<file path="config.mk">
export PLATFORM = sky130hd
export DESIGN_NAME = dsc_host_flat
export DESIGN_NICKNAME = d
export VERILOG_FILES = /design/src/pkg/dsc_pkg.sv /design/src/pkg/dsc_if.sv /design/src/rtl/dsc_fifo.sv /design/src/rtl/dsc_host.sv /design/src/flat_wrapper.sv
export SDC_FILE = /design/constraint.sdc
export NUM_CORES = 1
export LEC_CHECK = 0
export BUFFER_PORTS_ARGS = -buffer_cell sky130_fd_sc_hd__buf_2
export CORE_ASPECT_RATIO = 1.4
export CORE_MARGIN = 2
export CORE_UTILIZATION = 54
export DETAILED_ROUTE_END_ITERATION = 16
export PLACE_DENSITY = 0.85
export SLEW_MARGIN = 10
export SYNTH_ARGS = -nofsm -noshare
export SYNTH_HDL_FRONTEND = slang
export SYNTH_SLANG_ARGS = --single-unit
export TNS_END_PERCENT = 30
</file>
<file path="constraint.sdc">
create_clock -name clk_i -period 2.9 [get_ports clk_i]
set_input_delay 0.145 -clock clk_i [delete_from_list [all_inputs] [get_ports clk_i]]
set_output_delay 0.145 -clock clk_i [all_outputs]
set_load 0.1 [all_outputs]
</file>
<file path="src/pkg/dsc_pkg.sv">
package dsc_pkg;
  // Serial word layout
  localparam int WORD_BITS    = 16;
  localparam int CHAN_MSB     = 13;
  localparam int CHAN_LSB     = 11;
  localparam int PHASE_BIT    = 13;
  localparam int CODE_MSB     = 10;
  localparam int CODE_LSB     = 8;
  localparam int DATA_MSB     = 7;
  localparam int DATA_LSB     = 0;
  localparam int NUM_CHAN     = 8;
  localparam int CHAN_BITS    = 8;

  // Command codes
  localparam logic [2:0] CODE_NOP        = 3'h0;
  localparam logic [2:0] CODE_CLEAR      = 3'h1;
  localparam logic [2:0] CODE_SHUTDOWN   = 3'h2;
  localparam logic [2:0] CODE_PHASE_LOAD = 3'h3;
  localparam logic [2:0] CODE_LOAD_ALL   = 3'h4;
  localparam logic [2:0] CODE_LOAD_INPUT = 3'h5;
  localparam logic [2:0] CODE_LOAD_BOTH  = 3'h6;
  localparam logic [2:0] CODE_SW_LOAD    = 3'h7;

  // Reset values
  localparam logic       PHASE_RST = 1'b0;
  localparam logic [7:0] CODE_RST  = 8'h00;
  localparam logic [7:0] POWER_RST = 8'hff;
  localparam logic       SDO_RST   = 1'b0;

  // Timing
  localparam int CLK_PERIOD_NS = 25;
  localparam int SCLK_HALF_NS  = 150;
  localparam int SCLK_HALF_CYC = (SCLK_HALF_NS + CLK_PERIOD_NS - 1) / CLK_PERIOD_NS;

  // Host word buffer
  localparam int FIFO_DEPTH = 4;
endpackage

</file>
<file path="src/pkg/dsc_if.sv">
`timescale 1ns/1ps
interface dsc_if;
  logic cs_n;
  logic sclk;
  logic sdi;
  logic sdo;
  logic dac_load_strobe_n;

  modport host
  (
    output cs_n,
    output sclk,
    output sdi,
    output dac_load_strobe_n,
    input  sdo
  );

  modport dev
  (
    input  cs_n,
    input  sclk,
    input  sdi,
    input  dac_load_strobe_n,
    output sdo
  );
endinterface

</file>
<file path="src/rtl/dsc_fifo.sv">
`timescale 1ns/1ps
module dsc_fifo #(
  parameter int W     = 17,
  parameter int DEPTH = 4
) (
  input  wire logic         clk_i,
  input  wire logic         rst_i,
  input  wire logic         in_valid_i,
  output logic              in_ready_o,
  input  wire logic [W-1:0] in_data_i,
  output logic              out_valid_o,
  input  wire logic         out_ready_i,
  output logic      [W-1:0] out_data_o
);
  localparam int AW = (DEPTH > 1) ? $clog2(DEPTH) : 1;
  localparam logic [AW-1:0] LAST_IDX = AW'(DEPTH - 1);
  localparam logic [AW:0]   FULL_CNT = (AW + 1)'(DEPTH);

  typedef struct packed {
    logic [DEPTH-1:0][W-1:0] mem;
    logic [AW-1:0]           wp;
    logic [AW-1:0]           rp;
    logic [AW:0]             cnt;
  } dsc_fifo_s;

  dsc_fifo_s s_r;
  dsc_fifo_s s_nxt;
  logic      push;
  logic      pop;

  assign in_ready_o  = (s_r.cnt != FULL_CNT);
  assign out_valid_o = (s_r.cnt != '0);
  assign out_data_o  = s_r.mem[s_r.rp];
  assign push        = in_valid_i & in_ready_o;
  assign pop         = out_valid_o & out_ready_i;

  always_comb
  begin
    s_nxt = s_r;
    if (push)
    begin
      s_nxt.mem[s_r.wp] = in_data_i;
      s_nxt.wp          = (s_r.wp == LAST_IDX) ? '0 : s_r.wp + 1'b1;
    end
    if (pop)
    begin
      s_nxt.rp = (s_r.rp == LAST_IDX) ? '0 : s_r.rp + 1'b1;
    end
    case ({push, pop})
      2'h2:    s_nxt.cnt = s_r.cnt + 1'b1;
      2'h1:    s_nxt.cnt = s_r.cnt - 1'b1;
      default: s_nxt.cnt = s_r.cnt;
    endcase
  end

  always_ff @(posedge clk_i)
  begin
    if (rst_i)
      s_r <= '0;
    else
      s_r <= s_nxt;
  end
endmodule

</file>
<file path="src/rtl/dsc_host.sv">
`timescale 1ns/1ps
module dsc_host #(
  parameter int HALF_CYC = dsc_pkg::SCLK_HALF_CYC,
  parameter int DEPTH    = dsc_pkg::FIFO_DEPTH
) (
  input  wire logic        clk_i,
  input  wire logic        rst_i,
  dsc_if.host              bus,
  input  wire logic [15:0] tx_word_i,
  input  wire logic        tx_last_i,
  input  wire logic        tx_valid_i,
  output logic             tx_ready_o,
  output logic      [15:0] rx_word_o,
  output logic             rx_valid_o,
  input  wire logic        dac_load_req_i,
  output logic             busy_o
);
  localparam logic [7:0] HALF_M1 = 8'(HALF_CYC - 1);

  typedef enum logic [2:0] {
    ST_LOAD,
    ST_LOW,
    ST_HIGH,
    ST_GAP,
    ST_HOLD
  } dsc_host_e;

  typedef struct packed {
    dsc_host_e   st;
    logic [7:0]  cnt;
    logic [3:0]  bitn;
    logic [15:0] sh;
    logic        last;
    logic        in_frame;
    logic [15:0] rx_sh;
    logic [15:0] rx_word;
    logic        rx_valid;
    logic        cs_n;
    logic        sclk;
    logic        sdi;
    logic        load_n;
    logic [1:0]  sdo_sy;
  } dsc_host_s;

  dsc_host_s   s_r;
  dsc_host_s   s_nxt;
  logic        f_valid;
  logic        f_ready;
  logic [16:0] f_data;
  logic        half_done;

  dsc_fifo #(
    .W     (17),
    .DEPTH (DEPTH)
  ) u_fifo (
    .clk_i       (clk_i),
    .rst_i       (rst_i),
    .in_valid_i  (tx_valid_i),
    .in_ready_o  (tx_ready_o),
    .in_data_i   ({tx_last_i, tx_word_i}),
    .out_valid_o (f_valid),
    .out_ready_i (f_ready),
    .out_data_o  (f_data)
  );

  assign f_ready   = (s_r.st == ST_LOAD);
  assign half_done = (s_r.cnt == HALF_M1);

  always_comb
  begin
    s_nxt        = s_r;
    s_nxt.sdo_sy = {s_r.sdo_sy[0], bus.sdo};
    s_nxt.load_n = ~dac_load_req_i;
    s_nxt.rx_valid = 1'b0;
    s_nxt.cnt    = half_done ? '0 : s_r.cnt + 1'b1;
    case (s_r.st)
      ST_LOAD:
      begin
        s_nxt.cnt = '0;
        if (f_valid)
        begin
          s_nxt.sh       = f_data[15:0];
          s_nxt.last     = f_data[16];
          s_nxt.sdi      = f_data[15];
          s_nxt.cs_n     = 1'b0;
          s_nxt.in_frame = 1'b1;
          s_nxt.bitn     = '0;
          s_nxt.st       = ST_LOW;
        end
      end
      ST_LOW:
      begin
        if (half_done)
        begin
          // Sample point of CPOL=0/CPHA=0
          s_nxt.sclk  = 1'b1;
          s_nxt.rx_sh = {s_r.rx_sh[14:0], s_r.sdo_sy[1]};
          s_nxt.st    = ST_HIGH;
        end
      end
      ST_HIGH:
      begin
        if (half_done)
        begin
          s_nxt.sclk = 1'b0;
          s_nxt.bitn = s_r.bitn + 1'b1;
          s_nxt.sh   = {s_r.sh[14:0], 1'b0};
          s_nxt.sdi  = s_r.sh[14];
          s_nxt.st   = ST_LOW;
          if (s_r.bitn == 4'hf)
          begin
            s_nxt.rx_word  = s_r.rx_sh;
            s_nxt.rx_valid = 1'b1;
            // Words go out in buffer order; farthest device first
            s_nxt.st       = s_r.last ? ST_GAP : ST_LOAD;
          end
        end
      end
      ST_GAP:
      begin
        if (half_done)
        begin
          // One edge executes every chained device
          s_nxt.cs_n = 1'b1;
          s_nxt.st   = ST_HOLD;
        end
      end
      ST_HOLD:
      begin
        if (half_done)
        begin
          s_nxt.in_frame = 1'b0;
          s_nxt.st       = ST_LOAD;
        end
      end
      default: s_nxt.st = ST_LOAD;
    endcase
  end

  always_ff @(posedge clk_i)
  begin
    if (rst_i)
    begin
      s_r        <= '0;
      s_r.st     <= ST_LOAD;
      s_r.cs_n   <= 1'b1;
      s_r.load_n <= 1'b1;
    end
    else
      s_r <= s_nxt;
  end

  // Clock only moves inside a frame, held low otherwise
  assign bus.sclk              = s_r.sclk;
  assign bus.cs_n              = s_r.cs_n;
  assign bus.sdi               = s_r.sdi;
  assign bus.dac_load_strobe_n = s_r.load_n;
  assign rx_word_o             = s_r.rx_word;
  assign rx_valid_o            = s_r.rx_valid;
  assign busy_o                = s_r.in_frame;
endmodule

</file>
<file path="src/flat_wrapper.sv">
// flat-port wrapper written by rule: the top's interface ports become plain ports
module dsc_host_flat 
#(
  parameter int HALF_CYC = dsc_pkg::SCLK_HALF_CYC,
  parameter int DEPTH    = dsc_pkg::FIFO_DEPTH
)
  (clk_i, rst_i, tx_word_i, tx_last_i, tx_valid_i, tx_ready_o, rx_word_o, rx_valid_o, dac_load_req_i, busy_o, bus_cs_n, bus_sclk, bus_sdi, bus_dac_load_strobe_n, bus_sdo);
  dsc_if bus_i ();
  input  wire logic clk_i;
  input  wire logic rst_i;
  input  wire logic [15:0] tx_word_i;
  input  wire logic tx_last_i;
  input  wire logic tx_valid_i;
  output logic tx_ready_o;
  output logic      [15:0] rx_word_o;
  output logic rx_valid_o;
  input  wire logic dac_load_req_i;
  output logic busy_o;
  output wire logic [$bits(bus_i.cs_n)-1:0] bus_cs_n;
  output wire logic [$bits(bus_i.sclk)-1:0] bus_sclk;
  output wire logic [$bits(bus_i.sdi)-1:0] bus_sdi;
  output wire logic [$bits(bus_i.dac_load_strobe_n)-1:0] bus_dac_load_strobe_n;
  input wire logic [$bits(bus_i.sdo)-1:0] bus_sdo;
  assign bus_cs_n = bus_i.cs_n;
  assign bus_sclk = bus_i.sclk;
  assign bus_sdi = bus_i.sdi;
  assign bus_dac_load_strobe_n = bus_i.dac_load_strobe_n;
  assign bus_i.sdo = bus_sdo;
  dsc_host #(.HALF_CYC(HALF_CYC), .DEPTH(DEPTH)) u_core (.clk_i(clk_i), .rst_i(rst_i), .bus(bus_i), .tx_word_i(tx_word_i), .tx_last_i(tx_last_i), .tx_valid_i(tx_valid_i), .tx_ready_o(tx_ready_o), .rx_word_o(rx_word_o), .rx_valid_o(rx_valid_o), .dac_load_req_i(dac_load_req_i), .busy_o(busy_o));
endmodule
</file>
==> results of run 1 <==
final cells by class:
type / instances / area (sq um)
Fill cell: 928 / 4335
Multi-Input combinational cell: 451 / 2856
Sequential cell: 146 / 2923
Clock buffer: 20 / 446.7
Tap cell: 144 / 180.2
Inverter: 9 / 33.78
Timing Repair Buffer: 68 / 457.9
Clock inverter: 11 / 105.1
cells by family after synthesis:
group                    Yosys count  synth area share [%]
multiplexers                      49                 11.96
buffers and inverters             74                 7.638
XOR/XNOR                           8                 1.120
AO/OA/AOI/OAI                    124                 11.98
AND/OR/NAND/NOR                  260                 18.48
adder cells (fa/ha/maj)           10                 2.120
flip-flops                       146                 46.71
cell usage after synthesis (2+ instances only):
cell      count
a21oi_1      83
a221oi_1     14
a22oi_1      15
and3_1        3
and3_4        3
buf_2        11
buf_4        24
buf_6         7
buf_8         3
clkbuf_1     18
dfxtp_1     146
ha_1          9
inv_1         9
mux2i_1      32
mux4_1       12
mux4_2        5
nand2_1     148
nand2_2       2
nand3_1      13
nand3_2       5
nand4_1       2
nand4b_1      2
nor2_1       62
nor2b_1       2
o211ai_1      2
o21ai_0       2
or3_1         7
xor2_1        7
critical path, delay by kind of cell (launching register included):
kind | cells | cell delay, ns
AO/OA/AOI/OAI | 1 | 0.14
XOR/XNOR | 1 | 0.16
adder cells (fa/ha/maj) | 2 | 0.57
buffers and inverters | 1 | 0.06
flip-flops | 1 | 0.35
AND/OR/NAND/NOR | 3 | 1.07
worst paths after layout:
path | startpoint | end | slack, ns
setup reg to reg | u_core.u_fifo.s_r[2]$_SDFFE_PP0P_ | u_core.u_fifo.s_r[2]$_SDFFE_PP0P_ | 0.49
setup / recovery | u_core.u_fifo.s_r[2]$_SDFFE_PP0P_ | u_core.u_fifo.s_r[2]$_SDFFE_PP0P_ | 0.49
hold / removal | tx_word_i[13] | u_core.u_fifo.s_r[37]$_SDFFE_PP0P_ | 0.02
hold reg to reg | u_core.s_nxt[1]$_SDFF_PP0_ | u_core.s_r[1]$_SDFF_PP0_ | 0.43
timing repair:
item / in CTS / in global routing
hold endpoints to repair: 41 / 0
setup endpoints to repair: 0 / 0
hold buffers: 17 / 0
per-stage QoR:
stage | utilization (%) | cell area, sq um
after detailed placement | 55.40 | 6281
after global routing | 61.76 | 7003
after CTS | 61.76 | 7003
after floorplan | - | 6257
final | 61.76 | 7003
after global placement | 55.40 | 6281
power by group:
group	switching, W	internal [W]	leakage [nW]
Clock	0.000838	0.00120	0.259
Sequential	0.000158	0.00220	1.19
Combinational	0.000842	0.000454	1.39
layer usage:
metal,up-vias,routed length (microns)
met5,-,0
met4,0,483
met3,50,768
met2,193,6950
met1,2371,5260
li1,2331,-
sequential cells by signal (all words and copies together), names as in the netlist:
name                          count
u_core.u_fifo.s_r                75
u_core.bus.cs_n                   1
u_core.rx_word_o                 16
u_core.bus.sclk                   1
u_core.s_r                       48
u_core.rx_valid_o                 1
u_core.bus.sdi                    1
u_core.bus.dac_load_strobe_n      1
u_core.s_nxt                      1
u_core.busy_o                     1
==> qor.csv, run 1 <==
metric;value;unit
status;finished, final reports clean;
yosysWarnings;0;
slew_violations;0;
nNetsFinal;725;
cellPowerDensity;813.9;nW/um^2
rsz0062_at_grt;false;
met3_usage;6.250;%
antennaDiodeCount;0;
ys_seq_area_share;46.71;%
mostFrequentLayoutCells;nand2_1, dfxtp_1, a21oi_1, nor2_1, buf_2;
io-pin-count;45;
routed_wl;13460;microns
busiest_layer;met2;
end_kind;flop;
synthArstFlopShare;0;%
grt_max_degree;79;
yosysTopAreaCellShare;46.71;%
rows;46;
area_growth;11.92;%
startpoint_type;flop;
post-place-cells;801;
die_h;131.4;microns
grt_remaining_overflow;0;
grt_pass1_wl;22020;microns
post-route-period-util;83.13;%
cts_setup_buffers;0;
cp_max_fo;11;
core;11340;sq um
cts_tree;yes;
pre_cts_slack;0.4968;ns
hp-class;in -> reg;
synth_nets;703;
gp_congestion;0.7580;
drc;0;
ys_ff_latch;146;
cap_viol_max_count;0;
first_global_vias;4775;
cts_buffer_depth;2;
whs;0.01844;ns
hold_depth;3;
fmax;0.4148;GHz
synth-edff-count;0;
finalSetupTns;0;ns
postRouteAntennaNets;0;
synthTopCellsByArea;dfxtp_1, nand2_1, a21oi_1, mux2i_1, mux4_1;
vias;4945;
insertion_delay;0.41;ns
viasPerCell;5.824;
syn_avg_cell_area;9.325;sq um
h-tree-depth;4;
mostFrequentLayoutCell;nand2_1;
slew_headroom;47.64;%
die_area;12480;sq um
path_clk_slew;0.06;ns
syn-cell-area;6257;sq um
grtUsageTotal;22.30;%
synth_top_cell_by_area;dfxtp_1;
setup_viol;0;
ys.flop_type;dfxtp_1;
total_leakage_power;2.838;nW
setup_ws;0.4892;ns
layout-drive-gt1-share;14.33;%
reg2regPathDepth;8;
dr.pass1.iters;5;
dp_hpwl;8403;microns
antenna_found_initial;0;
die_x;94.98;microns
critPathRequiredTime;3.24;ns
vdd_drop_max;0.5308;mV
finalPower;0.005700;W
met2_usage;37.83;%
cts_buffers;17;
instances_no_fill;849;
drt_iter0_drc;307;
skew;0.008472;ns
start_util;55.19;%
syn_inst;671;
io_buffers;44;
use_met1;24.73;%
crit_chain;or3b_1 > nand2_1 > ha_1 > inv_1 > fa_1 > xor2_1 > or3_1 > a21oi_1;
ys_types;51;
arrival;2.75;ns
clockRootBuffer;clkbuf_16;
finalCriticalPeriod;2.411;ns
wl_per_cell;15.86;microns
hold_viol_final;0;
worstSetupPathType;reg -> reg;
tightest_slew;0.7854;ns
cts-resized-gates;0;
crit_path_top_delay_cell;or3b_1;
slowest_delay;0.55;ns
clkSinkCount;146;
(Power assumes the default switching activity.)
==> run 2, diff against run 1 <==
==> constraint.sdc (replaced) <==
create_clock -name clk_i -period 2.5 [get_ports clk_i]
set_input_delay 0.125 -clock clk_i [delete_from_list [all_inputs] [get_ports clk_i]]
set_output_delay 0.125 -clock clk_i [all_outputs]
set_load 0.1 [all_outputs]
==> qor.csv, run 2 (synthesis results as in run 1) <==
metric;value;unit;change
status;finished, final reports clean;;
largest_register_ff_count;75;;unchanged
worstSetupPathType;reg -> reg;;
critPathRequiredTime;2.85;ns;-0.39 ns
reg2regPathDepth;8;;unchanged
drc;0;;unchanged
path_clk_slew;0.06;ns;about the same
cellPowerDensity;944.0;nW/um^2;+16%
finalPower;0.006663;W;+17%
clkSinkCount;146;;unchanged
total_leakage_power;2.878;nW;+1.4%
gp_congestion;0.8188;;+8.0%
startpoint_type;flop;;
grt_pass1_wl;22220;microns;+0.88%
cp_max_fo;4;;-7
finalSetupTns;0;ns;unchanged
cp.buffers_inverters;1;;unchanged
end_kind;flop;;
grtUsageTotal;22.54;%;+0.24 points
antenna_found_initial;0;;unchanged
cts-resized-gates;0;;unchanged
regMostFlops;u_core.u_fifo.s_r;;
dp_hpwl;8577;microns;+2.1%
cts_tree;yes;;
first_global_vias;4818;;+0.90%
hold_depth;3;;unchanged
postRouteAntennaNets;0;;unchanged
die_h;131.4;microns;unchanged
cts_buffers;17;;unchanged
dr.pass1.iters;5;;unchanged
skew;0.006792;ns;-0.001680 ns
tightest_slew;0.7406;ns;-0.04480 ns
vias;4918;;-0.55%
slowest_delay;0.39;ns;-0.16 ns
io-pin-count;45;;unchanged
routed_wl;13580;microns;+0.84%
final_util;62.25;%;+0.49 points
start_util;55.19;%;unchanged
insertion_delay;0.42;ns;about the same
rsz0062_at_grt;false;;
vdd_drop_max;0.6072;mV;+14%
mostFrequentLayoutCell;nand2_1;;
hold_viol_final;0;;unchanged
cts_buffer_depth;2;;unchanged
drt_iter0_drc;285;;-7.2%
path_depth;8;;unchanged
grt_remaining_overflow;0;;unchanged
hp-class;in -> reg;;
layout-drive-gt1-share;14.99;%;+0.66 points
die_area;12480;sq um;unchanged
core;11340;sq um;unchanged
cap_viol_max_count;0;;unchanged
finalCriticalPeriod;2.202;ns;-0.2084 ns
slew_headroom;50.34;%;+2.7 points
h-tree-depth;4;;unchanged
grt_max_degree;66;;-16%
path_delay_family;simple AND/OR/NAND/NOR gates;;
clockRootBuffer;clkbuf_16;;
r2r_slack;0.30;ns;-0.19 ns
fmax;0.4540;GHz;+9.5%
nNetsFinal;733;;+1.1%
crit_chain;or3b_1 > nand2_1 > ha_1 > inv_1 > fa_1 > xor2_1 > or3_1 > a21oi_1;;
die_x;94.98;microns;unchanged
antennaDiodeCount;0;;unchanged
post-route-period-util;88.10;%;+5.0 points
area_growth;12.80;%;
rows;46;;unchanged
viasPerCell;5.732;;-1.6%
mostFrequentLayoutCells;nand2_1, dfxtp_1, a21oi_1, nor2_1, buf_2;;
holdBufCountCts;19;;+2
cts_setup_buffers;0;;unchanged
arrival;2.55;ns;-0.20 ns
wl_per_cell;15.82;microns;-0.22%
io_buffers;44;;unchanged
crit_path_top_delay_cell;or3b_1;;
slew_violations;0;;unchanged
setup_viol;0;;unchanged
run 2: cell count changes in the layout (fill, tap and decap cells not counted):
cell	delta
buf_12	-1
buf_4	+7
clkbuf_1	+1
clkinv_2	+1
clkinv_4	+1
clkinvlp_4	-2
dlygate4sd3_1	+2
run 2: final cells by class:
type	count	area [sq um]
Fill cell	906	4280
Tap cell	144	180.2
Clock buffer	21	450.4
Clock inverter	11	103.9
Timing Repair Buffer	76	510.5
Sequential cell	146	2923
Multi-Input combinational cell	451	2856
Inverter	9	33.78
run 2: final timing paths:
path | start | to
worst min register to register | u_core.s_nxt[1]$_SDFF_PP0_ | u_core.s_r[1]$_SDFF_PP0_
worst max register to register | u_core.u_fifo.s_r[2]$_SDFFE_PP0P_ | u_core.u_fifo.s_r[2]$_SDFFE_PP0P_
worst max-delay path | u_core.u_fifo.s_r[2]$_SDFFE_PP0P_ | u_core.u_fifo.s_r[2]$_SDFFE_PP0P_
worst min-delay path | tx_valid_i | u_core.u_fifo.s_r[6]$_SDFFE_PP0P_
run 2: power by group:
| group | leakage (nW) | switching (W) | internal (W) |
|---|---|---|---|
| Clock | 0.268 | 0.000966 | 0.00140 |
| Sequential | 1.19 | 0.000173 | 0.00256 |
| Combinational | 1.42 | 0.00101 | 0.000556 |
run 2: per-stage QoR:
step	worst slack, ns	hold WS [ns]	std cells	cell area (sq um)
3_3_place_gp	0.4082	0.2938	807	6314
4_1_cts	0.3185	0.1020	858	7058
2_1_floorplan	0.2170	0.1987	671	6257
6_report	0.2975	0.1115	858	7058
3_5_place_dp	0.3367	0.2994	807	6314
5_1_grt	0.1673	0.1478	858	7058
run 2: worst reg2reg max path, stage by stage (launching register included):
cell and delay, ns:
dfxtp_1 0.36, or3b_1 0.39, nand2_1 0.14, ha_1 0.20
inv_1 0.06, fa_1 0.37, xor2_1 0.16, or3_1 0.31
a21oi_1 0.14
run 2: layer usage:
metal | vias up | track usage (%) | part of all wire [%]
met3 | 30 | 6.479 | 6.9
met2 | 174 | 38.77 | 53
met5 | - | 0 | 0
met4 | 0 | 10.31 | 2.1
li1 | 2360 | - | -
met1 | 2354 | 25.20 | 38
==> run 3, diff against run 2 <==
==> constraint.sdc (replaced) <==
create_clock -name clk_i -period 2.2 [get_ports clk_i]
set_input_delay 0.11 -clock clk_i [delete_from_list [all_inputs] [get_ports clk_i]]
set_output_delay 0.11 -clock clk_i [all_outputs]
set_load 0.1 [all_outputs]
==> qor.csv, run 3 (synthesis results as in run 1) <==
metric;value;unit;change
status;finished, final reports clean;;
cellPowerDensity;1080;nW/um^2;+14%
wl_per_cell;15.77;microns;-0.36%
mostFrequentLayoutCells;nand2_1, dfxtp_1, a21oi_1, nor2_1, buf_2;;
end_kind;flop;;
rr_endpoint;u_core.u_fifo.s_r[2]$_SDFFE_PP0P_;;
worstSetupPathType;reg -> reg;;
viasPerCell;5.777;;+0.78%
total_leakage_power;2.902;nW;+0.81%
cp_max_fo;4;;unchanged
cts_buffers;17;;unchanged
path_clk_slew;0.05;ns;about the same
arrival;2.50;ns;-0.05 ns
fill_cells;868;;-4.2%
rows;46;;unchanged
post-route-period-util;98.82;%;+11 points
p_comb_share;25.3;%;+1.8 points
netSwitchingPower;0.002432;W;+13%
switching_share;31.55;%;-0.70 points
slowest_delay;0.42;ns;+0.03 ns
area_growth;14.02;%;
clockPowerShare;34.7;%;-0.8 points
setup_viol;0;;unchanged
grt_pass1_wl;21900;microns;-1.4%
largest_register_ff_count;75;;unchanged
gp_congestion;0.8128;;-0.73%
insertion_delay;0.41;ns;about the same
cp.buffers_inverters;1;;unchanged
grtUsageTotal;22.05;%;-0.49 points
cap_viol_max_count;0;;unchanged
core;11340;sq um;unchanged
hold_depth;3;;unchanged
die_x;94.98;microns;unchanged
first_global_vias;4750;;-1.4%
finalCriticalPeriod;2.174;ns;-0.02848 ns
path_delay_family;simple AND/OR/NAND/NOR gates;;
multi_input_area;2900;sq um;+1.5%
regMostFlops;u_core.u_fifo.s_r;;
vdd_drop_max;0.6045;mV;-0.43%
fmax;0.4600;GHz;+1.3%
cts_tree;yes;;
critPathRequiredTime;2.53;ns;-0.32 ns
r2r_slack;0.03;ns;-0.27 ns
postRouteAntennaNets;0;;unchanged
nNetsFinal;737;;+0.55%
hold_viol_final;0;;unchanged
min_to;u_core.u_fifo.s_r[6]$_SDFFE_PP0P_;;
drc;0;;unchanged
drt_iter0_drc;337;;+18%
start_util;55.19;%;unchanged
crit_chain;or3b_4 > nand2_4 > ha_4 > inv_1 > fa_2 > xor2_1 > or3_4 > a21oi_2;;
skew;0.007981;ns;+0.001189 ns
dp_hpwl;8644;microns;+0.77%
crit_path_top_delay_cell;or3b_4;;
io_buffers;44;;unchanged
layout-drive-gt1-share;16.76;%;+1.8 points
finalPower;0.007708;W;+16%
regArea;2925;sq um;about the same
h-tree-depth;4;;unchanged
io-pin-count;45;;unchanged
clockRootBuffer;clkbuf_16;;
mostFrequentLayoutCell;nand2_1;;
die_area;12480;sq um;unchanged
dr.pass1.iters;5;;unchanged
vias;4968;;+1.0%
rsz0062_at_grt;true;;
reg2reg_from;u_core.u_fifo.s_r[0]$_SDFFE_PP0P_;;
hp-class;in -> reg;;
routed_wl;13560;microns;-0.13%
whs;0.1044;ns;-0.007020 ns
slew_violations;0;;unchanged
reg2regPathDepth;8;;unchanged
grt_remaining_overflow;0;;unchanged
cts_buffer_depth;2;;unchanged
tightest_slew;0.5336;ns;-0.2070 ns
power_frac_seq;40.1;%;-0.9 points
min-delay-start;tx_valid_i;;
startpoint_type;flop;;
die_h;131.4;microns;unchanged
antenna_found_initial;0;;unchanged
grt_max_degree;50;;-24%
slew_headroom;64.38;%;+14 points
internal_power;0.005276;W;+17%
clkSinkCount;146;;unchanged
antennaDiodeCount;0;;unchanged
-- run 3: cell count changes in the layout (fill, tap and decap cells not counted), moves of 2 or more --
cell	change
buf_4	+4
clkbuf_8	+2
dfxtp_1	-2
dfxtp_2	+2
inv_6	-2
or3_1	-2
or3_4	+2
-- run 3: worst reg2reg max path, stage by stage, from the launching register on --
cell     delay, ns
dfxtp_2       0.33
or3b_4        0.42
nand2_4       0.11
ha_4          0.14
inv_1         0.06
fa_2          0.34
xor2_1        0.16
or3_4         0.40
a21oi_2       0.15
-- run 3: how the worst max path moves through the flow --
stage,from,endpoint,cells after the start
global route,u_core.u_fifo.s_r[1]$_SDFFE_PP0P_,u_core.u_fifo.s_r[2]$_SDFFE_PP0P_,8
finish,u_core.u_fifo.s_r[0]$_SDFFE_PP0P_,u_core.u_fifo.s_r[2]$_SDFFE_PP0P_,8
floorplan,u_core.u_fifo.s_r[1]$_SDFFE_PP0P_,u_core.u_fifo.s_r[2]$_SDFFE_PP0P_,9
detailed placement,u_core.u_fifo.s_r[2]$_SDFFE_PP0P_,u_core.u_fifo.s_r[2]$_SDFFE_PP0P_,8
global placement,u_core.u_fifo.s_r[2]$_SDFFE_PP0P_,u_core.u_fifo.s_r[2]$_SDFFE_PP0P_,8
CTS,u_core.u_fifo.s_r[1]$_SDFFE_PP0P_,u_core.u_fifo.s_r[2]$_SDFFE_PP0P_,8
-- run 3: layer usage --
| layer | wire length [microns] | up-vias | part of all wire, % | GRT usage [%] |
|---|---|---|---|---|
| li1 | - | 2355 | - | - |
| met5 | 0 | - | 0 | 0 |
| met4 | 347 | 0 | 2.6 | 11.11 |
| met1 | 5246 | 2343 | 39 | 25.88 |
| met3 | 938 | 36 | 6.9 | 5.275 |
| met2 | 7026 | 234 | 52 | 36.84 |
-- run 3: final cells by class --
cell class | count | share of cell area (%)
Clock buffer | 22 | 6.647
Tap cell | 144 | 2.525
Multi-Input combinational cell | 451 | 40.65
Timing Repair Buffer | 80 | 7.576
Inverter | 9 | 0.4735
Sequential cell | 146 | 41.00
Clock inverter | 8 | 1.122
-- run 3: through the flow --
step | std cells | setup slack [ns] | area [sq um] | setup TNS [ns] | utilization, %
after floorplan | 671 | 0.0009395 | 6279 | 0 | -
after global placement | 810 | 0.1443 | 6349 | 0 | 55.99
after detailed placement | 810 | -0.03668 | 6349 | -0.03668 | 55.99
after CTS | 859 | 0.002880 | 7098 | 0 | 62.60
after global routing | 860 | -0.02042 | 7134 | -0.02042 | 62.92
final | 860 | 0.02600 | 7134 | 0 | 62.92
-- run 3: what timing repair did --
item | in CTS | in global routing
endpoints found under the setup margin | 1 | 1
hold buffers | 19 | 0
hold endpoints to repair | 69 | 0
gates resized for setup | 2 | 6
setup buffers | 0 | 1
pin swaps | 1 | 3
-- run 3: power groups by stage --
stage | registers [W] | logic (W) | clock network [W]
6_report | 0.00309 | 0.00195 | 0.00267
5_1_grt | 0.00311 | 0.00209 | 0.00282
3_3_place_gp | 0.00311 | 0.00171 | 0
4_1_cts | 0.00308 | 0.00185 | 0.00271
2_1_floorplan | 0.00323 | 0.00132 | 0
3_5_place_dp | 0.00314 | 0.00180 | 0
